<file path="src/psp_consts.vh">
// constants shared by the pressure sensor serial port and its result buffer
`ifndef PSP_CONSTS_VH
`define PSP_CONSTS_VH

// frame geometry, counted in serial clock periods
`define PSP_START_BITS    5'h03
`define PSP_SETUP_BITS    5'h04
`define PSP_STOP_BITS     5'h03
`define PSP_ACK_CLOCKS    5'h02
`define PSP_WORD_BITS     5'h10
`define PSP_READ_CLOCKS   5'h11
`define PSP_RESET_BITS    21

// recovery pattern, oldest bit in the msb
`define PSP_RESET_PATTERN 21'h1AAAA0

// setup codes, received msb first
`define PSP_SETUP_PRESS   4'hA
`define PSP_SETUP_TEMP    4'h9
`define PSP_SETUP_CAL1    4'h5
`define PSP_SETUP_CAL2    4'h6
`define PSP_SETUP_CAL3    4'h3
`define PSP_SETUP_CAL4    4'hC

// conversion timing against the converter master clock
`define PSP_CONV_TIME_US  35000
`define PSP_CONV_CLK_HZ   32768
`define PSP_TICK_BITS     12

// result buffer shape
`define PSP_FIFO_WIDTH    16
`define PSP_FIFO_DEPTH    32
`define PSP_FIFO_AW       5

`endif

</file>
<file path="src/psp_fifo.v">
// result buffer between the converter front end and the serial port
`timescale 1ns/100ps
`default_nettype none

module psp_fifo #(
	parameter WIDTH = 16,
	parameter DEPTH = 32,
	parameter AW    = 5
) (
	input  wire             mclk_i,      // system clock
	input  wire             srst_i,      // synchronous reset, high
	input  wire             in_valid_i,  // source offers a word
	input  wire [WIDTH-1:0] in_data_i,   // offered word
	output reg              in_ready_o,  // room for a word
	output wire             out_valid_o, // a word is waiting
	output wire [WIDTH-1:0] out_data_o,  // oldest word
	input  wire             out_ready_i  // sink takes the oldest word
);

	reg [WIDTH-1:0] mem [0:DEPTH-1]; // storage, indexed by pointer
	reg [AW-1:0]    wr_ptr;          // next slot to fill
	reg [AW-1:0]    rd_ptr;          // oldest slot
	reg [AW:0]      count;           // words held

	// depth held as an integer so the cuts below are explicit selects
	localparam integer DEPTH_I    = DEPTH;     // buffer depth
	localparam integer DEPTH_M1   = DEPTH - 1; // index of the last slot
	localparam [AW:0]  FULL_COUNT = DEPTH_I[AW:0];
	localparam [AW-1:0] LAST_SLOT = DEPTH_M1[AW-1:0];

	wire do_wr = in_valid_i & in_ready_o;  // accepted push
	wire do_rd = out_valid_o & out_ready_i; // accepted pop
	wire [AW:0] next_count = count + {{AW{1'b0}}, do_wr} - {{AW{1'b0}}, do_rd};

	assign out_valid_o = (count != {(AW+1){1'b0}});
	assign out_data_o  = mem[rd_ptr];

	// pointers wrap explicitly so a depth that is not a power of two still works
	always @(posedge mclk_i) begin
		if (srst_i) begin
			wr_ptr     <= {AW{1'b0}};
			rd_ptr     <= {AW{1'b0}};
			count      <= {(AW+1){1'b0}};
			in_ready_o <= 1'b0;
		end else begin
			if (do_wr) begin
				mem[wr_ptr] <= in_data_i;
				wr_ptr      <= (wr_ptr == LAST_SLOT) ? {AW{1'b0}} : wr_ptr + 1'b1;
			end
			if (do_rd) begin
				rd_ptr <= (rd_ptr == LAST_SLOT) ? {AW{1'b0}} : rd_ptr + 1'b1;
			end
			count      <= next_count;
			// registered ready: full is known one cycle ahead, no comb path out
			in_ready_o <= (next_count != FULL_COUNT);
		end
	end

endmodule // psp_fifo

`default_nettype wire

</file>
<file path="src/psp_top.v">
// three-wire command and readout port of a pressure and temperature sensor
`timescale 1ns/100ps
`default_nettype none
`include "psp_consts.vh"

module psp_top #(
	parameter [15:0] CALIB_WORD_ONE   = 16'h1111,               // arbitrary factory value
	parameter [15:0] CALIB_WORD_TWO   = 16'h2222,               // arbitrary factory value
	parameter [15:0] CALIB_WORD_THREE = 16'h3333,               // arbitrary factory value
	parameter [15:0] CALIB_WORD_FOUR  = 16'h4444,               // arbitrary factory value
	parameter integer CONV_TIME_US    = `PSP_CONV_TIME_US,      // conversion time, microseconds
	parameter integer CONV_CLK_HZ     = `PSP_CONV_CLK_HZ,       // converter clock rate
	parameter integer FIFO_WIDTH      = `PSP_FIFO_WIDTH,        // result word width
	parameter integer FIFO_DEPTH      = `PSP_FIFO_DEPTH,        // result buffer depth
	parameter integer FIFO_AW         = `PSP_FIFO_AW            // buffer pointer width
) (
	input  wire                  mclk_i,          // system clock, 50 MHz
	input  wire                  srst_i,          // synchronous reset, high
	input  wire                  sclk_i,          // serial clock pin from host
	input  wire                  din_i,           // serial command pin from host
	input  wire                  conv_clk_i,      // converter master clock pin
	output reg                   dout_o,          // serial data / status pin
	output reg                   conv_start_o,    // pulse: front end starts a conversion
	output reg                   conv_temp_o,     // channel of last start, 1 = temperature
	input  wire                  sample_valid_i,  // front end offers a result
	input  wire [FIFO_WIDTH-1:0] sample_data_i,   // offered result, unsigned
	output wire                  sample_ready_o   // buffer can take a result
);

	// protocol states
	localparam [2:0] ST_IDLE  = 3'h0; // hunting for the start frame
	localparam [2:0] ST_SETUP = 3'h1; // collecting the setup code
	localparam [2:0] ST_STOP  = 3'h2; // checking the stop frame
	localparam [2:0] ST_ACK   = 3'h3; // output high, counting trailing clocks
	localparam [2:0] ST_CONV  = 3'h4; // converter busy, serial clock idle
	localparam [2:0] ST_READ  = 3'h5; // shifting a word out

	// conversion length in converter clock ticks, a longest time so rounded down
	localparam integer CONV_TICKS = (CONV_TIME_US * CONV_CLK_HZ) / 1000000;
	localparam [`PSP_TICK_BITS-1:0] CONV_TICKS_W = CONV_TICKS[`PSP_TICK_BITS-1:0];

	// synchronisers: the first stage is read only by the second
	reg sclk_meta;  // serial clock, first stage
	reg sclk_sync;  // serial clock, second stage
	reg sclk_prev;  // serial clock, delayed for edge find
	reg din_meta;   // command input, first stage
	reg din_sync;   // command input, second stage
	reg cclk_meta;  // converter clock, first stage
	reg cclk_sync;  // converter clock, second stage
	reg cclk_prev;  // converter clock, delayed for edge find

	// protocol state
	reg [2:0]                 state;     // current protocol state
	reg [4:0]                 bit_cnt;   // bits or clocks seen in this phase
	reg [3:0]                 setup;     // setup code being assembled
	reg [`PSP_RESET_BITS-1:0] history;   // last command bits for reset match
	reg [15:0]                word_sh;   // word being shifted out
	reg [`PSP_TICK_BITS-1:0]  tick_cnt;  // converter ticks since start

	// buffer drain side
	wire                  res_valid;  // a result is waiting
	wire [FIFO_WIDTH-1:0] res_data;   // oldest result
	reg                   res_pop;    // take the oldest result

	// edge events on the system clock
	wire sclk_rise = sclk_sync & ~sclk_prev;  // one cycle per serial clock rise
	wire cclk_rise = cclk_sync & ~cclk_prev;  // one cycle per converter tick

	// command history including the bit arriving now
	wire [`PSP_RESET_BITS-1:0] next_history = {history[`PSP_RESET_BITS-2:0], din_sync};
	wire reset_seen = (next_history == `PSP_RESET_PATTERN);

	// conversion is over once the time has run and a result is at hand
	wire conv_done = (tick_cnt >= CONV_TICKS_W) & res_valid;

	// setup code with the bit arriving now, msb first
	wire [3:0] next_setup = {setup[2:0], din_sync};

	// calibration word chosen by a setup code, zero for anything else
	function [15:0] calib_sel;
		input [3:0] code;
		begin
			case (code)
				`PSP_SETUP_CAL1: calib_sel = CALIB_WORD_ONE;
				`PSP_SETUP_CAL2: calib_sel = CALIB_WORD_TWO;
				`PSP_SETUP_CAL3: calib_sel = CALIB_WORD_THREE;
				`PSP_SETUP_CAL4: calib_sel = CALIB_WORD_FOUR;
				default:         calib_sel = 16'h0000;
			endcase
		end
	endfunction

	// true for the four calibration codes
	function is_calib;
		input [3:0] code;
		begin
			is_calib = (code == `PSP_SETUP_CAL1) | (code == `PSP_SETUP_CAL2) |
			           (code == `PSP_SETUP_CAL3) | (code == `PSP_SETUP_CAL4);
		end
	endfunction

	// bring the three pins into the system clock domain
	// the serial clock is only ever an input here, the host owns it
	always @(posedge mclk_i) begin
		if (srst_i) begin
			sclk_meta <= 1'b0;
			sclk_sync <= 1'b0;
			sclk_prev <= 1'b0;
			din_meta  <= 1'b0;
			din_sync  <= 1'b0;
			cclk_meta <= 1'b0;
			cclk_sync <= 1'b0;
			cclk_prev <= 1'b0;
		end else begin
			sclk_meta <= sclk_i;
			sclk_sync <= sclk_meta;
			sclk_prev <= sclk_sync;
			// command and clock share the same two-stage delay, so the bit
			// the host set on the falling edge is stable at the rise
			din_meta  <= din_i;
			din_sync  <= din_meta;
			cclk_meta <= conv_clk_i;
			cclk_sync <= cclk_meta;
			cclk_prev <= cclk_sync;
		end
	end

	// converter tick counter, runs only while a conversion is pending
	// the count saturates so a late front end result cannot wrap it
	always @(posedge mclk_i) begin
		if (srst_i) begin
			tick_cnt <= {`PSP_TICK_BITS{1'b0}};
		end else if (state != ST_CONV) begin
			tick_cnt <= {`PSP_TICK_BITS{1'b0}};
		end else if (cclk_rise && (tick_cnt < CONV_TICKS_W)) begin
			tick_cnt <= tick_cnt + 1'b1;
		end
	end

	// command history, shifted on every serial clock rise in every state
	always @(posedge mclk_i) begin
		if (srst_i) begin
			history <= {`PSP_RESET_BITS{1'b0}};
		end else if (sclk_rise) begin
			history <= next_history;
		end
	end

	// protocol engine
	// everything the host sees moves on a serial clock rise, except the
	// end-of-conversion fall, which happens while the host holds the clock low
	always @(posedge mclk_i) begin
		if (srst_i) begin
			state        <= ST_IDLE;
			bit_cnt      <= 5'h00;
			setup        <= 4'h0;
			word_sh      <= 16'h0000;
			dout_o       <= 1'b0;
			conv_start_o <= 1'b0;
			conv_temp_o  <= 1'b0;
			res_pop      <= 1'b0;
		end else begin
			conv_start_o <= 1'b0;
			res_pop      <= 1'b0;
			if (sclk_rise && reset_seen) begin
				// recovery: the pattern wins over whatever phase we were in
				state   <= ST_IDLE;
				bit_cnt <= 5'h00;
				dout_o  <= 1'b0;
			end else if (sclk_rise) begin
				case (state)
					ST_IDLE: begin
						dout_o <= 1'b0;
						// count consecutive ones; any zero restarts the hunt
						if (din_sync) begin
							if (bit_cnt == `PSP_START_BITS - 5'h01) begin
								state   <= ST_SETUP;
								bit_cnt <= 5'h00;
							end else begin
								bit_cnt <= bit_cnt + 5'h01;
							end
						end else begin
							bit_cnt <= 5'h00;
						end
					end
					ST_SETUP: begin
						// four bits, msb first
						setup <= next_setup;
						if (bit_cnt == `PSP_SETUP_BITS - 5'h01) begin
							state   <= ST_STOP;
							bit_cnt <= 5'h00;
						end else begin
							bit_cnt <= bit_cnt + 5'h01;
						end
					end
					ST_STOP: begin
						if (din_sync) begin
							// a high stop bit means we are out of step: hunt again
							state   <= ST_IDLE;
							bit_cnt <= 5'h00;
						end else if (bit_cnt != `PSP_STOP_BITS - 5'h01) begin
							bit_cnt <= bit_cnt + 5'h01;
						end else begin
							bit_cnt <= 5'h00;
							// last stop bit: act on the code
							if (setup == `PSP_SETUP_PRESS || setup == `PSP_SETUP_TEMP) begin
								state        <= ST_ACK;
								dout_o       <= 1'b1;
								conv_start_o <= 1'b1;
								conv_temp_o  <= (setup == `PSP_SETUP_TEMP);
							end else if (is_calib(setup)) begin
								// the chosen word leaves on the next clocks
								state   <= ST_READ;
								word_sh <= calib_sel(setup);
							end else begin
								// unknown code: nothing to do, stay quiet
								state <= ST_IDLE;
							end
						end
					end
					ST_ACK: begin
						// the host gives two more clocks, then parks the clock
						if (bit_cnt == `PSP_ACK_CLOCKS - 5'h01) begin
							state   <= ST_CONV;
							bit_cnt <= 5'h00;
						end else begin
							bit_cnt <= bit_cnt + 5'h01;
						end
					end
					ST_CONV: begin
						// the host should not clock here; stray clocks are ignored
						// so the status output keeps its meaning
						bit_cnt <= 5'h00;
					end
					ST_READ: begin
						// sixteen data clocks, msb first, then one closing clock
						// a paused clock simply delays the next edge
						if (bit_cnt < `PSP_WORD_BITS) begin
							dout_o  <= word_sh[15];
							word_sh <= {word_sh[14:0], 1'b0};
							bit_cnt <= bit_cnt + 5'h01;
						end else begin
							// seventeenth clock: line back low, ready for next frame
							dout_o  <= 1'b0;
							state   <= ST_IDLE;
							bit_cnt <= 5'h00;
						end
					end
					default: begin
						state   <= ST_IDLE;
						bit_cnt <= 5'h00;
						dout_o  <= 1'b0;
					end
				endcase
			end else if (state == ST_CONV && conv_done && !res_pop) begin
				// end of conversion: take the result and drop the line
				// the falling edge is the host's cue to read
				res_pop <= 1'b1;
				word_sh <= res_data[15:0];
				dout_o  <= 1'b0;
				state   <= ST_READ;
				bit_cnt <= 5'h00;
			end
		end
	end

	// result buffer; its ready goes back to the front end, so results back up
	// there when the host is slow to start conversions
	psp_fifo #(
		.WIDTH (FIFO_WIDTH),
		.DEPTH (FIFO_DEPTH),
		.AW    (FIFO_AW)
	) psp_fifo_i (
		.mclk_i      (mclk_i),
		.srst_i      (srst_i),
		.in_valid_i  (sample_valid_i),
		.in_data_i   (sample_data_i),
		.in_ready_o  (sample_ready_o),
		.out_valid_o (res_valid),
		.out_data_o  (res_data),
		.out_ready_i (res_pop)
	);

endmodule // psp_top

`default_nettype wire

</file>
<file path="config.mk">
export PLATFORM = sky130hd
export DESIGN_NAME = psp_top
export DESIGN_NICKNAME = d
export VERILOG_FILES = /design/src/psp_fifo.v /design/src/psp_top.v
export VERILOG_INCLUDE_DIRS = /design/src
export SDC_FILE = /design/constraint.sdc
export NUM_CORES = 1
export LEC_CHECK = 0
export ABC_AREA = 1
export BUFFER_PORTS_ARGS = -buffer_cell sky130_fd_sc_hd__clkbuf_2
export CAP_MARGIN = 20
export CORE_ASPECT_RATIO = 1.75
export CORE_UTILIZATION = 41
export CTS_CLUSTER_DIAMETER = 200
export DETAILED_ROUTE_END_ITERATION = 7
export GPL_TIMING_DRIVEN = 1
export PLACE_DENSITY = 0.66
export REMOVE_ABC_BUFFERS = 1
export SLEW_MARGIN = 20
export SYNTH_ARGS = -nofsm -noshare
export SYNTH_HDL_FRONTEND = slang
export SYNTH_SLANG_ARGS = --single-unit
</file>
<file path="constraint.sdc">
create_clock -name mclk_i -period 2.72 [get_ports mclk_i]
set_clock_uncertainty 0.1 [all_clocks]
set_input_delay 0.272 -clock mclk_i [delete_from_list [all_inputs] [get_ports mclk_i]]
set_output_delay 0.272 -clock mclk_i [all_outputs]
set_load 0.01 [all_outputs]
</file>
### Word level (Yosys, flattened, before mapping)

Memory sizes are Yosys's and may differ from the RTL's. A register that Yosys moved wholly into a read port is not among the register bits.
Index checks and enable logic that the tools add are counted.

* flip-flop bits (word level): 89
* RAM bits: 512
* input bits: 22
* output and inout port bits: 4
* word-level logic and storage cells: 148
* memories kept: 1

Memory list
* psp_fifo_i.mem: depth 32, width 16, rd ports 1, clocked after Yosys merged registers in 1, wr ports 1, line psp_fifo.v:20 `reg [WIDTH-1:0] mem [0:DEPTH-1];`

* add/sub/neg operators: 6
* $lt $le $gt $ge: 3
* eq/ne operators: 35
* multiplexer cells: 47
* bitwise operators: 15
* reductions and logical operators: 19

Operator list (count)
* 16-bit 2-to-1 mux: 7
* 5-bit 2-to-1 mux: 13
* 15-bit one-hot mux with 4 select lines: 1
* 3-bit != test, second input constant: 12
* 3-bit 2-to-1 mux: 11
* 16-bit one-hot mux with 2 select lines: 1
* 5-bit one-hot mux with 5 select lines: 1
* 21-bit equality test, second input constant: 1
* 3-bit one-hot mux with 6 select lines: 1
* 8-bit AND reduction: 2
* 5-bit by 1-bit adder with 5-bit output, second input constant: 3
* 12-bit by 1-bit adder with 12-bit output, second input constant: 1
* 4-bit equality test, second input constant: 3
* 12-bit by 11-bit >= comparator with 1-bit output, second input constant: 1
* 12-bit by 11-bit less-than comparator with 1-bit output, second input constant: 1
* 1-bit 2-to-1 mux: 11
* 5-bit by 2-bit equality test with 1-bit output, second input constant: 2
* 5-bit equality test, second input constant: 2
* 4-bit by 3-bit equality test with 1-bit output, second input constant: 2
* 1-bit NOT: 7
* 6-bit by 1-bit adder with 6-bit output: 1
* 3-bit by 2-bit equality test with 1-bit output, second input constant: 2
* 3-bit equality test, second input constant: 2
* 6-bit != test, second input constant: 1
* other kinds (24): 36

### Longest topological paths before layout

Gate-level depths: netlist (run 1).

* word-level depth: 10
* gate-level depth with buffers: 15
* mapped depth without buffers: 15

### Cells and area by module

Synthesis (run 1) repeated with hierarchy kept, for this count alone.

* cells, all modules: 2427
* area total of the unflattened synthesis: 25583.3 sq um

By module, submodules not included
* psp_fifo: instances 1, cells an instance 1922, area each 22059.9 sq um, sequential area each 15815.2 sq um
* psp_top: instances 1, cells an instance 505, area each 3523.4 sq um, sequential area each 1441.4 sq um

### Worst setup path before layout (run 1)

No wires, ideal clock.

* kind: register to register
* start: reg psp_fifo_i.count[2]
* end: reg psp_fifo_i.in_ready_o
* library setup time: 0.136 ns
* arrival time: 2.251 ns
* data required time: 2.484 ns
* slack: 0.233 ns
* stages on the path, launching flop included: 14
* path buffers: 0
* period minus slack after synthesis: 2.487 ns
* path through: dfxtp_1 inv_1 ha_1 nand4_1 nand2_1 inv_1 ha_1 inv_1 ha_1 inv_1 fa_1 o21ai_0 xor2_1 a31oi_1

* word-level cells in the longest chain between the ends: 4
* elaborated cells on any way between the ends: 5
* those cells by class: add/sub (2); eq/ne (1); bitwise (1); reduce/logical (1)

Ends and longest elaborated chain
* start, declared: line psp_fifo.v:23 `reg [AW:0] count;`
* start signal, assigned: line psp_fifo.v:43 `count <= {(AW+1){1'b0}};`
* start signal, assigned: line psp_fifo.v:53 `count <= next_count;`
* 6-bit nonzero test: line psp_fifo.v:35 `assign out_valid_o = (count != {(AW+1){1'b0}});`
* 1-bit AND: line psp_fifo.v:32 `wire do_rd = out_valid_o & out_ready_i;`
* named net psp_fifo_i.do_rd: line psp_fifo.v:32
* 6-bit by 1-bit subtractor with 6-bit output: line psp_fifo.v:33 `wire [AW:0] next_count = count + {{AW{1'b0}}, do_wr} - {{AW{1'b0}}, do_rd};`
* 6-bit != test: line psp_fifo.v:55 `in_ready_o <= (next_count != FULL_COUNT);`
* end signal, assigned: line psp_fifo.v:55
* end, declared: line psp_fifo.v:14 `output reg in_ready_o,`

The timed path passes the listed nets, and every way through them passes these cells.
A chain may end at the register's enable or synchronous reset.

### Final worst setup path (run 1)

Ends and elaborated chain as after synthesis.

==> reports/metrics.csv, run 1 <==
metric,value,unit
status,finished clean,
htreeDepth,2,
report.final.slew_viol_count,0,
worst_slew_pin_slew,852,ps
clkLatencyLatePin,610,ps
cts_buffers,52,
drt_iter0_markers,1514,
layout_commonest_cell,nand2_1,
arrival,2830,ps
start_util,0.414,
crit_path_start_kind,flip-flop,
slew-limit-headroom,0.432,
cts_sinks,606,
synth_seq_area_share,0.683,
nFillCells,5407,
rows,120,
ff2ff_path_depth,13,
gp_congestion,0.891,
rrSetupSlack,260,ps
fin_crit_sh,0.904,
place_hpwl,37.8,mm
die_w,190,um
drive_gt1_frac,0.0876,
fmax,407,MHz
numPortBuffers,25,
synth_cell_type_count,41,
antenna_found_initial,0,
yosys_most_used_dff,edfxtp_1,
die_area,62700,um^2
reg2reg_to,psp_fifo_i.in_ready_o$_SDFF_PP0_,
cp_common_cell,inv_1,
grt_pass1_wl,96.6,mm
dr.pass1.iters,6,
routed_via_density,5.35,
die_h,330,um
drc,0,
drv_cap,0,
hold_violations,0,
worstPathMaxFanout,2,
p_leak,10.4,nW
post-route-min-period,2460,ps
reg2reg_from,psp_fifo_i.count[2]$_SDFF_PP0_,
worstSetupPathType,reg -> reg,
synth_area,25300,um^2
hp-start,sample_valid_i,
end_kind,flip-flop,
top_level_ports,26,
yosysWarnings,0,
max_stage_delay,380,ps
first_global_vias,17012,
powerDensity,661,nW/um^2
num_vias,17425,
synthArstFlopShare,0,
hp-class,in -> reg,
grt-ovfl-total,0,
nNetsFinal,2467,
ant_nets,0,
antenna-diode-count,0,
synth_edf_count,512,
hold_path_end,psp_fifo_i.wr_ptr[4]$_SDFFE_PP0P_,
final_util,0.463,
setup_tns,0,ps
area.growth.synth_to_final,11.9,%
cpMaxStageDelayCell,fa_2,
synthCells,2391,
drt_wl_total,63.2,mm
ys_seq_elements,606,
ir_drop,0.000515,V
worstPathCellList,inv_1 > ha_1 > nand4_1 > nand2_1 > inv_1 > ha_1 > inv_1 > ha_1 > inv_1 > fa_2 > o21ai_1 > xor2_1 > a31oi_1,
hold_depth,3,
avgSynthCellArea,10.6,um^2
grt_max_degree,79,
worstPathRequired,3090,ps
most-common-layout-cells,"nand2_1 (706), edfxtp_1 (512), nand3_1 (423)",
postCtsSetupBuffers,0,
clockBufferDepth,3,
setup_viol,0,
detail_route.wl_per_cell,19.4,um
core,61100,um^2
cts_tree,done,
root_buffer,clkbuf_16,
gr-usage-all-layers,0.203,
clk_pin_slew_worst_paths,70,ps
rsz0062_at_grt,false,
==> per-layer routing <==
layer,vias to the layer above,track usage,wire length [um]
met1,8473,0.233,24100
met4,0,0.101,2830
met3,126,0.0220,3230
met5,-,0,0
li1,8236,-,-
met2,590,0.371,33100
==> how the worst max path moves through the flow <==
stage / startpoint / to / slack [ps] / cells after the start
after detailed placement: psp_fifo_i.count[2]$_SDFF_PP0_ / psp_fifo_i.in_ready_o$_SDFF_PP0_ / 180 / 13
after CTS: psp_fifo_i.count[2]$_SDFF_PP0_ / psp_fifo_i.in_ready_o$_SDFF_PP0_ / 150 / 13
after global routing: psp_fifo_i.count[2]$_SDFF_PP0_ / psp_fifo_i.in_ready_o$_SDFF_PP0_ / 30 / 13
final: psp_fifo_i.count[2]$_SDFF_PP0_ / psp_fifo_i.in_ready_o$_SDFF_PP0_ / 260 / 13
after global placement: psp_fifo_i.count[4]$_SDFF_PP0_ / psp_fifo_i.in_ready_o$_SDFF_PP0_ / 190 / 13
after floorplan: flip-flop / word_sh[0]$_SDFFE_PP0P_ / -6790 / 10
==> cells in the mapped netlist, types with 2 or more instances <==
| cell | instances | area share |
|---|---|---|
| o22ai_1 | 5 | 0.0012 |
| nand3_1 | 423 | 0.084 |
| ha_1 | 21 | 0.010 |
| inv_1 | 108 | 0.016 |
| buf_1 | 11 | 0.0016 |
| or2_1 | 2 | 0.00049 |
| dfxtp_1 | 94 | 0.074 |
| nor3_1 | 12 | 0.0024 |
| buf_6 | 2 | 0.00089 |
| nor2_4 | 2 | 0.00089 |
| a31oi_1 | 5 | 0.0012 |
| o31ai_1 | 2 | 0.00059 |
| xor2_1 | 6 | 0.0021 |
| a21oi_2 | 2 | 0.00069 |
| nor2_2 | 3 | 0.00074 |
| inv_2 | 11 | 0.0016 |
| nand3_2 | 6 | 0.0024 |
| buf_2 | 58 | 0.011 |
| nor2_1 | 182 | 0.027 |
| o21ai_0 | 59 | 0.012 |
| clkbuf_1 | 35 | 0.0052 |
| nand2_1 | 706 | 0.10 |
| o211ai_1 | 5 | 0.0015 |
| a21oi_1 | 48 | 0.0095 |
| nand4_1 | 6 | 0.0015 |
| o21a_1 | 6 | 0.0018 |
| o21ai_1 | 25 | 0.0050 |
| buf_4 | 20 | 0.0059 |
| nand2_2 | 3 | 0.00074 |
| edfxtp_1 | 512 | 0.61 |
==> worst max-delay path: cells and delay by family, from the launching register on <==
| kind | cells | cell delay (ps) |
|---|---|---|
| AOI/OAI and AO/OA | 2 | 280 |
| DFF | 1 | 320 |
| buffers and inverters | 4 | 270 |
| xor gates and xnor gates | 1 | 210 |
| and+or+nand+nor | 2 | 210 |
| adders and majority gates | 4 | 960 |
==> stage by stage <==
stage / setup slack (ps) / cells / power, mW / hold slack, ps / cell area (um^2)
global route: 34.0 / 3260 / 19.2 / 61.3 / 28300
CTS: 154 / 3260 / 18.8 / 16.3 / 28300
detailed placement: 184 / 3159 / 11.3 / 298 / 26500
global placement: 189 / 3159 / 11.3 / 300 / 26500
floorplan: -6790 / 2265 / 10.9 / 234 / 24600
finish: 260 / 3260 / 18.7 / 43.2 / 28300
==> cell type report <==
type / count / area, um^2 / share of cell area
Tap cell: 793 / 992 / 0.0351
Clock buffer: 69 / 1450 / 0.0512
Multi-Input combinational cell: 1540 / 6950 / 0.246
Inverter: 119 / 454 / 0.0161
Clock inverter: 29 / 282 / 0.00996
Timing Repair Buffer: 104 / 888 / 0.0314
Sequential cell: 606 / 17300 / 0.611
==> report_power, final <==
group	internal, mW	switching [mW]	leakage (nW)
Sequential	10.2	0.0749	5.37
Combinational	0.268	0.607	4.16
Clock	4.23	3.32	0.838
==> timing repair <==
item,in CTS,in global routing
setup endpoints to repair,0,2
hold endpoints to repair,3,0
resized for setup,0,3
hold buffers,3,0
==> state kept, by name, indices dropped and copies added (netlist names), 3 cells and up, named ones only <==
name,flops
state,3
psp_fifo_i.rd_ptr,5
tick_cnt,12
psp_fifo_i.mem,512
word_sh,16
bit_cnt,5
psp_fifo_i.count,6
psp_fifo_i.wr_ptr,5
setup,4
history,20
==> kinds of logic (layout without fill, tap and decap cells) <==
kind of cell / after synthesis / after routing / synth area share
buffers and inverters: 245 / 321 / 0.0428
flip-flops: 606 / 606 / 0.683
XOR/XNOR: 7 / 7 / 0.00243
AO/OA/AOI/OAI: 160 / 160 / 0.0342
adder cells (fa/ha/maj): 22 / 22 / 0.0112
AND/OR/NAND/NOR: 1351 / 1351 / 0.227
No activity file was read; power rests on OpenSTA's default activity.
==> run 2, diff against run 1 <==
- CTS_BUF_LIST: unset -> sky130_fd_sc_hd__clkbuf_4 sky130_fd_sc_hd__clkbuf_8
==> reports/metrics.csv, run 2 (same netlist as run 1, synthesis figures left out) <==
metric,value,unit
crit_path_start_kind,flip-flop,
core,61100,um^2
gr-usage-all-layers,0.205,
reg_top3,"psp_fifo_i.mem (512), history (20), word_sh (16)",
report.final.slew_viol_count,0,
cpMaxStageDelayCell,fa_2,
drc,0,
cts_buffers,84,
ir_drop,0.000355,V
area.growth.synth_to_final,12.6,%
max_stage_delay,390,ps
hp-class,in -> reg,
rsz0062_at_grt,false,
holdWs,248,ps
powerDensity,661,nW/um^2
arrival,2910,ps
die_h,330,um
largest_reg_flops,512,
place_hpwl,37.8,mm
top_register,psp_fifo_i.mem,
start_util,0.414,
post-route-min-period,2460,ps
postCtsSetupBuffers,0,
grt-ovfl-total,0,
detail_route.wl_per_cell,19.1,um
clk_pin_slew_worst_paths,70,ps
ant_nets,0,
cp_common_cell,inv_1,
htreeDepth,3,
fmax,406,MHz
total_power,18.8,mW
hold_depth,1,
most-common-layout-cells,"nand2_1 (706), edfxtp_1 (512), nand3_1 (423)",
first_global_vias,17257,
cts_tree,done,
antenna_found_initial,1,
worstSetupPathType,reg -> reg,
top_level_ports,26,
numPortBuffers,25,
placed_area,26500,um^2
setup_viol,0,
nNetsFinal,2504,
routed_via_density,5.32,
layoutNonFillerInstCount,3323,
stdcell_area,28500,um^2
grt_pass1_wl,97.1,mm
worstPathCellList,inv_1 > ha_1 > nand4_1 > nand2_1 > inv_1 > ha_1 > inv_1 > ha_1 > inv_1 > fa_2 > o21ai_1 > xor2_1 > a31oi_1,
end_kind,flip-flop,
status,finished clean,
num_vias,17667,
hold_violations,0,
drive_gt1_frac,0.110,
gp_congestion,0.891,
dr.pass1.iters,7,
ff2ff_path_depth,13,
cts_sinks,606,
die_area,62700,um^2
fin_crit_sh,0.906,
clockBufferDepth,3,
critPathLaunch,psp_fifo_i.count[2]$_SDFF_PP0_,
layout_commonest_cell,nand2_1,
root_buffer,clkbuf_8,
drt_wl_total,63.4,mm
hp-start,sample_data_i[14],
clkLatencyLatePin,660,ps
drv_cap,0,
dpl.cell_count,3159,
drt_iter0_markers,1664,
worstPathMaxFanout,2,
grt_max_degree,79,
rows,120,
p_leak,10.5,nW
slew-limit-headroom,0.425,
worstPathRequired,3160,ps
reg2reg_from,psp_fifo_i.count[2]$_SDFF_PP0_,
die_w,190,um
worst_slew_pin_slew,862,ps
==> run 2: cell count changes in the layout (fill, tap and decap cells not counted), sizes merged <==
cell / previous run / this run
inv: 122 / 121
diode: 0 / 1
dlygate4sd3: 3 / 8
bufinv: 5 / 9
clkinvlp: 4 / 3
clkbuf: 94 / 138
clkinv: 17 / 28
==> run 2: where the power goes <==
group | internal (mW) | switching (mW) | total [mW]
clock network | 4.27 | 3.40 | 7.68
logic | 0.272 | 0.606 | 0.879
registers | 10.2 | 0.0755 | 10.3
==> run 2: worst max-delay path, delay by kind of cell, from the launching register on <==
kind,cells,cell delay [ps]
fa+ha+maj,4,970
flops,1,320
compound gates,2,280
buf+inv,4,270
simple gates,2,210
xor+xnor,1,210
==> run 2: path summary, 6_finish.rpt <==
kind                                                         end  slack [ps]
worst max-delay path            psp_fifo_i.in_ready_o$_SDFF_PP0_         260
worst min-delay path            psp_fifo_i.mem[16][14]$_DFFE_PP_         250
worst min register to register              cclk_sync$_SDFF_PP0_         310
worst max register to register  psp_fifo_i.in_ready_o$_SDFF_PP0_         260
==> run 2: through the flow <==
step                TNS (ps)  setup slack (ps)   util
floorplan            -108360             -6790      -
global placement           0               189  0.434
detailed placement         0               184  0.434
CTS                        0               151  0.465
global route               0              18.6  0.466
finish                     0               257  0.466
==> run 2: final cells by class <==
| cell class | count | area [um^2] |
|---|---|---|
| well taps | 793 | 992 |
| repair buffers | 109 | 938 |
| diodes | 1 | 2.50 |
| clock inverters | 42 | 438 |
| fillers | 5423 | 32700 |
| inverters | 119 | 454 |
| multi-input cells | 1540 | 6950 |
| flip-flops and latches | 606 | 17300 |
| clock buffers | 113 | 1420 |
==> run 2: timing repair <==
item | in CTS | in global routing
resized for setup | 0 | 3
hold buffers | 8 | 0
hold endpoints to repair | 17 | 0
endpoints found under the setup margin | 0 | 2
==> run 2: metal layers <==
metal  up-vias  share of wire  track usage
li1       8328              -            -
met1      8534           0.37        0.230
met2       668           0.53        0.371
met3       137          0.058       0.0293
met4         0          0.046        0.112
met5         -              0            0
==> run 3, diff against run 2 <==
- BUFFER_PORTS_ARGS: -buffer_cell sky130_fd_sc_hd__clkbuf_2 -> -buffer_cell sky130_fd_sc_hd__buf_2
- SETUP_SLACK_MARGIN: unset -> 0.1
==> reports/metrics.csv, run 3 (same netlist as run 1, synthesis figures left out) <==
metric,value,unit
status,finished clean,
report.final.slew_viol_count,0,
fin_crit_sh,0.894,
die_h,330,um
drc,0,
worstSetupPathType,reg -> reg,
worstPathRequired,3150,ps
clockBufferDepth,3,
p_leak,10.4,nW
path_depth,13,
multi_input_area,6960,um^2
max_stage_delay,370,ps
cts_buffers,85,
clk_pin_slew_worst_paths,70,ps
most-common-layout-cells,"nand2_1 (706), edfxtp_1 (512), nand3_1 (423)",
rows,120,
root_buffer,clkbuf_8,
critPathBufInv,4,
dr.pass1.iters,6,
grt-ovfl-total,0,
gp_congestion,0.908,
ant_nets,0,
seqCellArea,17300,um^2
drive_gt1_frac,0.108,
slew-limit-headroom,0.498,
grt_max_degree,108,
crit_path_start_kind,flip-flop,
largest_reg_flops,512,
clkLatencyLatePin,650,ps
final_util,0.464,
antenna_found_initial,1,
first_global_vias,17341,
routed_via_density,5.33,
grt_pass1_wl,97.6,mm
die_area,62700,um^2
cts_tree,done,
worstPathMaxFanout,2,
nFillCells,5456,
numPortBuffers,25,
drt_wl_total,63.5,mm
gr-usage-all-layers,0.205,
crit_family,adder cells,
drt_iter0_markers,1433,
start_util,0.414,
pre_cts_ws,162,ps
critPathLaunch,psp_fifo_i.count[2]$_SDFF_PP0_,
rrSetupSlack,290,ps
worstPathCellList,inv_1 > ha_1 > nand4_1 > nand2_1 > inv_1 > ha_1 > inv_1 > ha_1 > inv_1 > fa_2 > o21ai_2 > xor2_2 > a31oi_1,
hold_violations,0,
reg2reg_from,psp_fifo_i.count[2]$_SDFF_PP0_,
layout_commonest_cell,nand2_1,
powerDensity,647,nW/um^2
setup_viol,0,
htreeDepth,3,
arrival,2860,ps
end_kind,flip-flop,
fmax,411,MHz
ff2ff_path_depth,13,
cp_common_cell,inv_1,
cpMaxStageDelayCell,fa_2,
post-route-min-period,2430,ps
setup_ws,287,ps
hp-start,sample_data_i[14],
hp-class,in -> reg,
dpl.cell_count,3164,
cts_sinks,606,
total_power,18.3,mW
core,61100,um^2
rsz0062_at_grt,false,
reg_top3,"psp_fifo_i.mem (512), history (20), word_sh (16)",
layoutNonFillerInstCount,3322,
top_level_ports,26,
detail_route.wl_per_cell,19.1,um
num_vias,17696,
die_w,190,um
reg2reg_to,psp_fifo_i.in_ready_o$_SDFF_PP0_,
worst_slew_pin_slew,753,ps
ir_drop,0.000329,V
area.growth.synth_to_final,12.1,%
place_hpwl,38.7,mm
drv_cap,0,
top_register,psp_fifo_i.mem,
crit_path_end,psp_fifo_i.in_ready_o$_SDFF_PP0_,
nNetsFinal,2510,
[run 3: cell types whose count changed in the layout (fill, tap and decap cells not counted), sizes merged]
cell | before | now
buf | 76 | 107
bufinv | 9 | 5
dlygate4sd3 | 8 | 7
clkbuf | 138 | 113
clkinvlp | 3 | 2
clkinv | 28 | 29
inv | 121 | 119
[run 3: report_power, final]
part           switching (mW)  internal [mW]
registers              0.0708           10.2
clock network            3.34           3.81
logic                   0.633          0.287
total                    4.04           14.3
[run 3: repair_timing]
action                                  CTS  global route
resized for setup                         0             6
setup buffers                             0             1
hold buffers                              7             0
endpoints found under the setup margin    0             2
endpoints found under the hold margin     8             0
[run 3: worst min-delay path by stage]
stage | cells past startpoint | slack (ps) | endpoint
floorplan | 1 | 230 | word_sh[13]$_SDFFE_PP0P_
global route | 1 | 80 | psp_fifo_i.mem[24][3]$_DFFE_PP_
detailed placement | 2 | 300 | din_sync$_SDFF_PP0_
finish | 1 | 110 | psp_fifo_i.mem[15][14]$_DFFE_PP_
global placement | 2 | 300 | din_sync$_SDFF_PP0_
CTS | 1 | 60 | psp_fifo_i.mem[30][11]$_DFFE_PP_
[run 3: area by class of cell]
cell class,instances,area share
diodes,1,0.0000883
clock buffers,113,0.0494
clock inverters,36,0.00998
inverters,119,0.0160
multi-input cells,1540,0.246
flip-flops and latches,606,0.609
well taps,793,0.0350
repair buffers,114,0.0344
[run 3: worst reg2reg max path: stages, from the launching register on]
cell and delay [ps]:
dfxtp_2 320, inv_1 70, ha_1 140, nand4_1 130, nand2_1 120, inv_1 60
ha_1 280, inv_1 50, ha_1 150, inv_1 60, fa_2 370, o21ai_2 180
xor2_2 160, a31oi_1 110
[run 3: through the flow]
stage | area [um^2] | hold slack, ps | setup TNS (ps)
after floorplan | 24600 | 234 | -108360
after detailed placement | 26500 | 300 | 0
after global routing | 28300 | 83.9 | 0
after global placement | 26500 | 299 | 0
final | 28300 | 112 | 0
after CTS | 28300 | 61.9 | 0
[run 3: routing by layer]
metal | GRT usage | up-vias | routed length, um
li1 | - | 8326 | -
met5 | 0 | - | 0
met1 | 0.230 | 8557 | 23600
met2 | 0.367 | 647 | 32700
met4 | 0.121 | 0 | 3410
met3 | 0.0301 | 166 | 3710
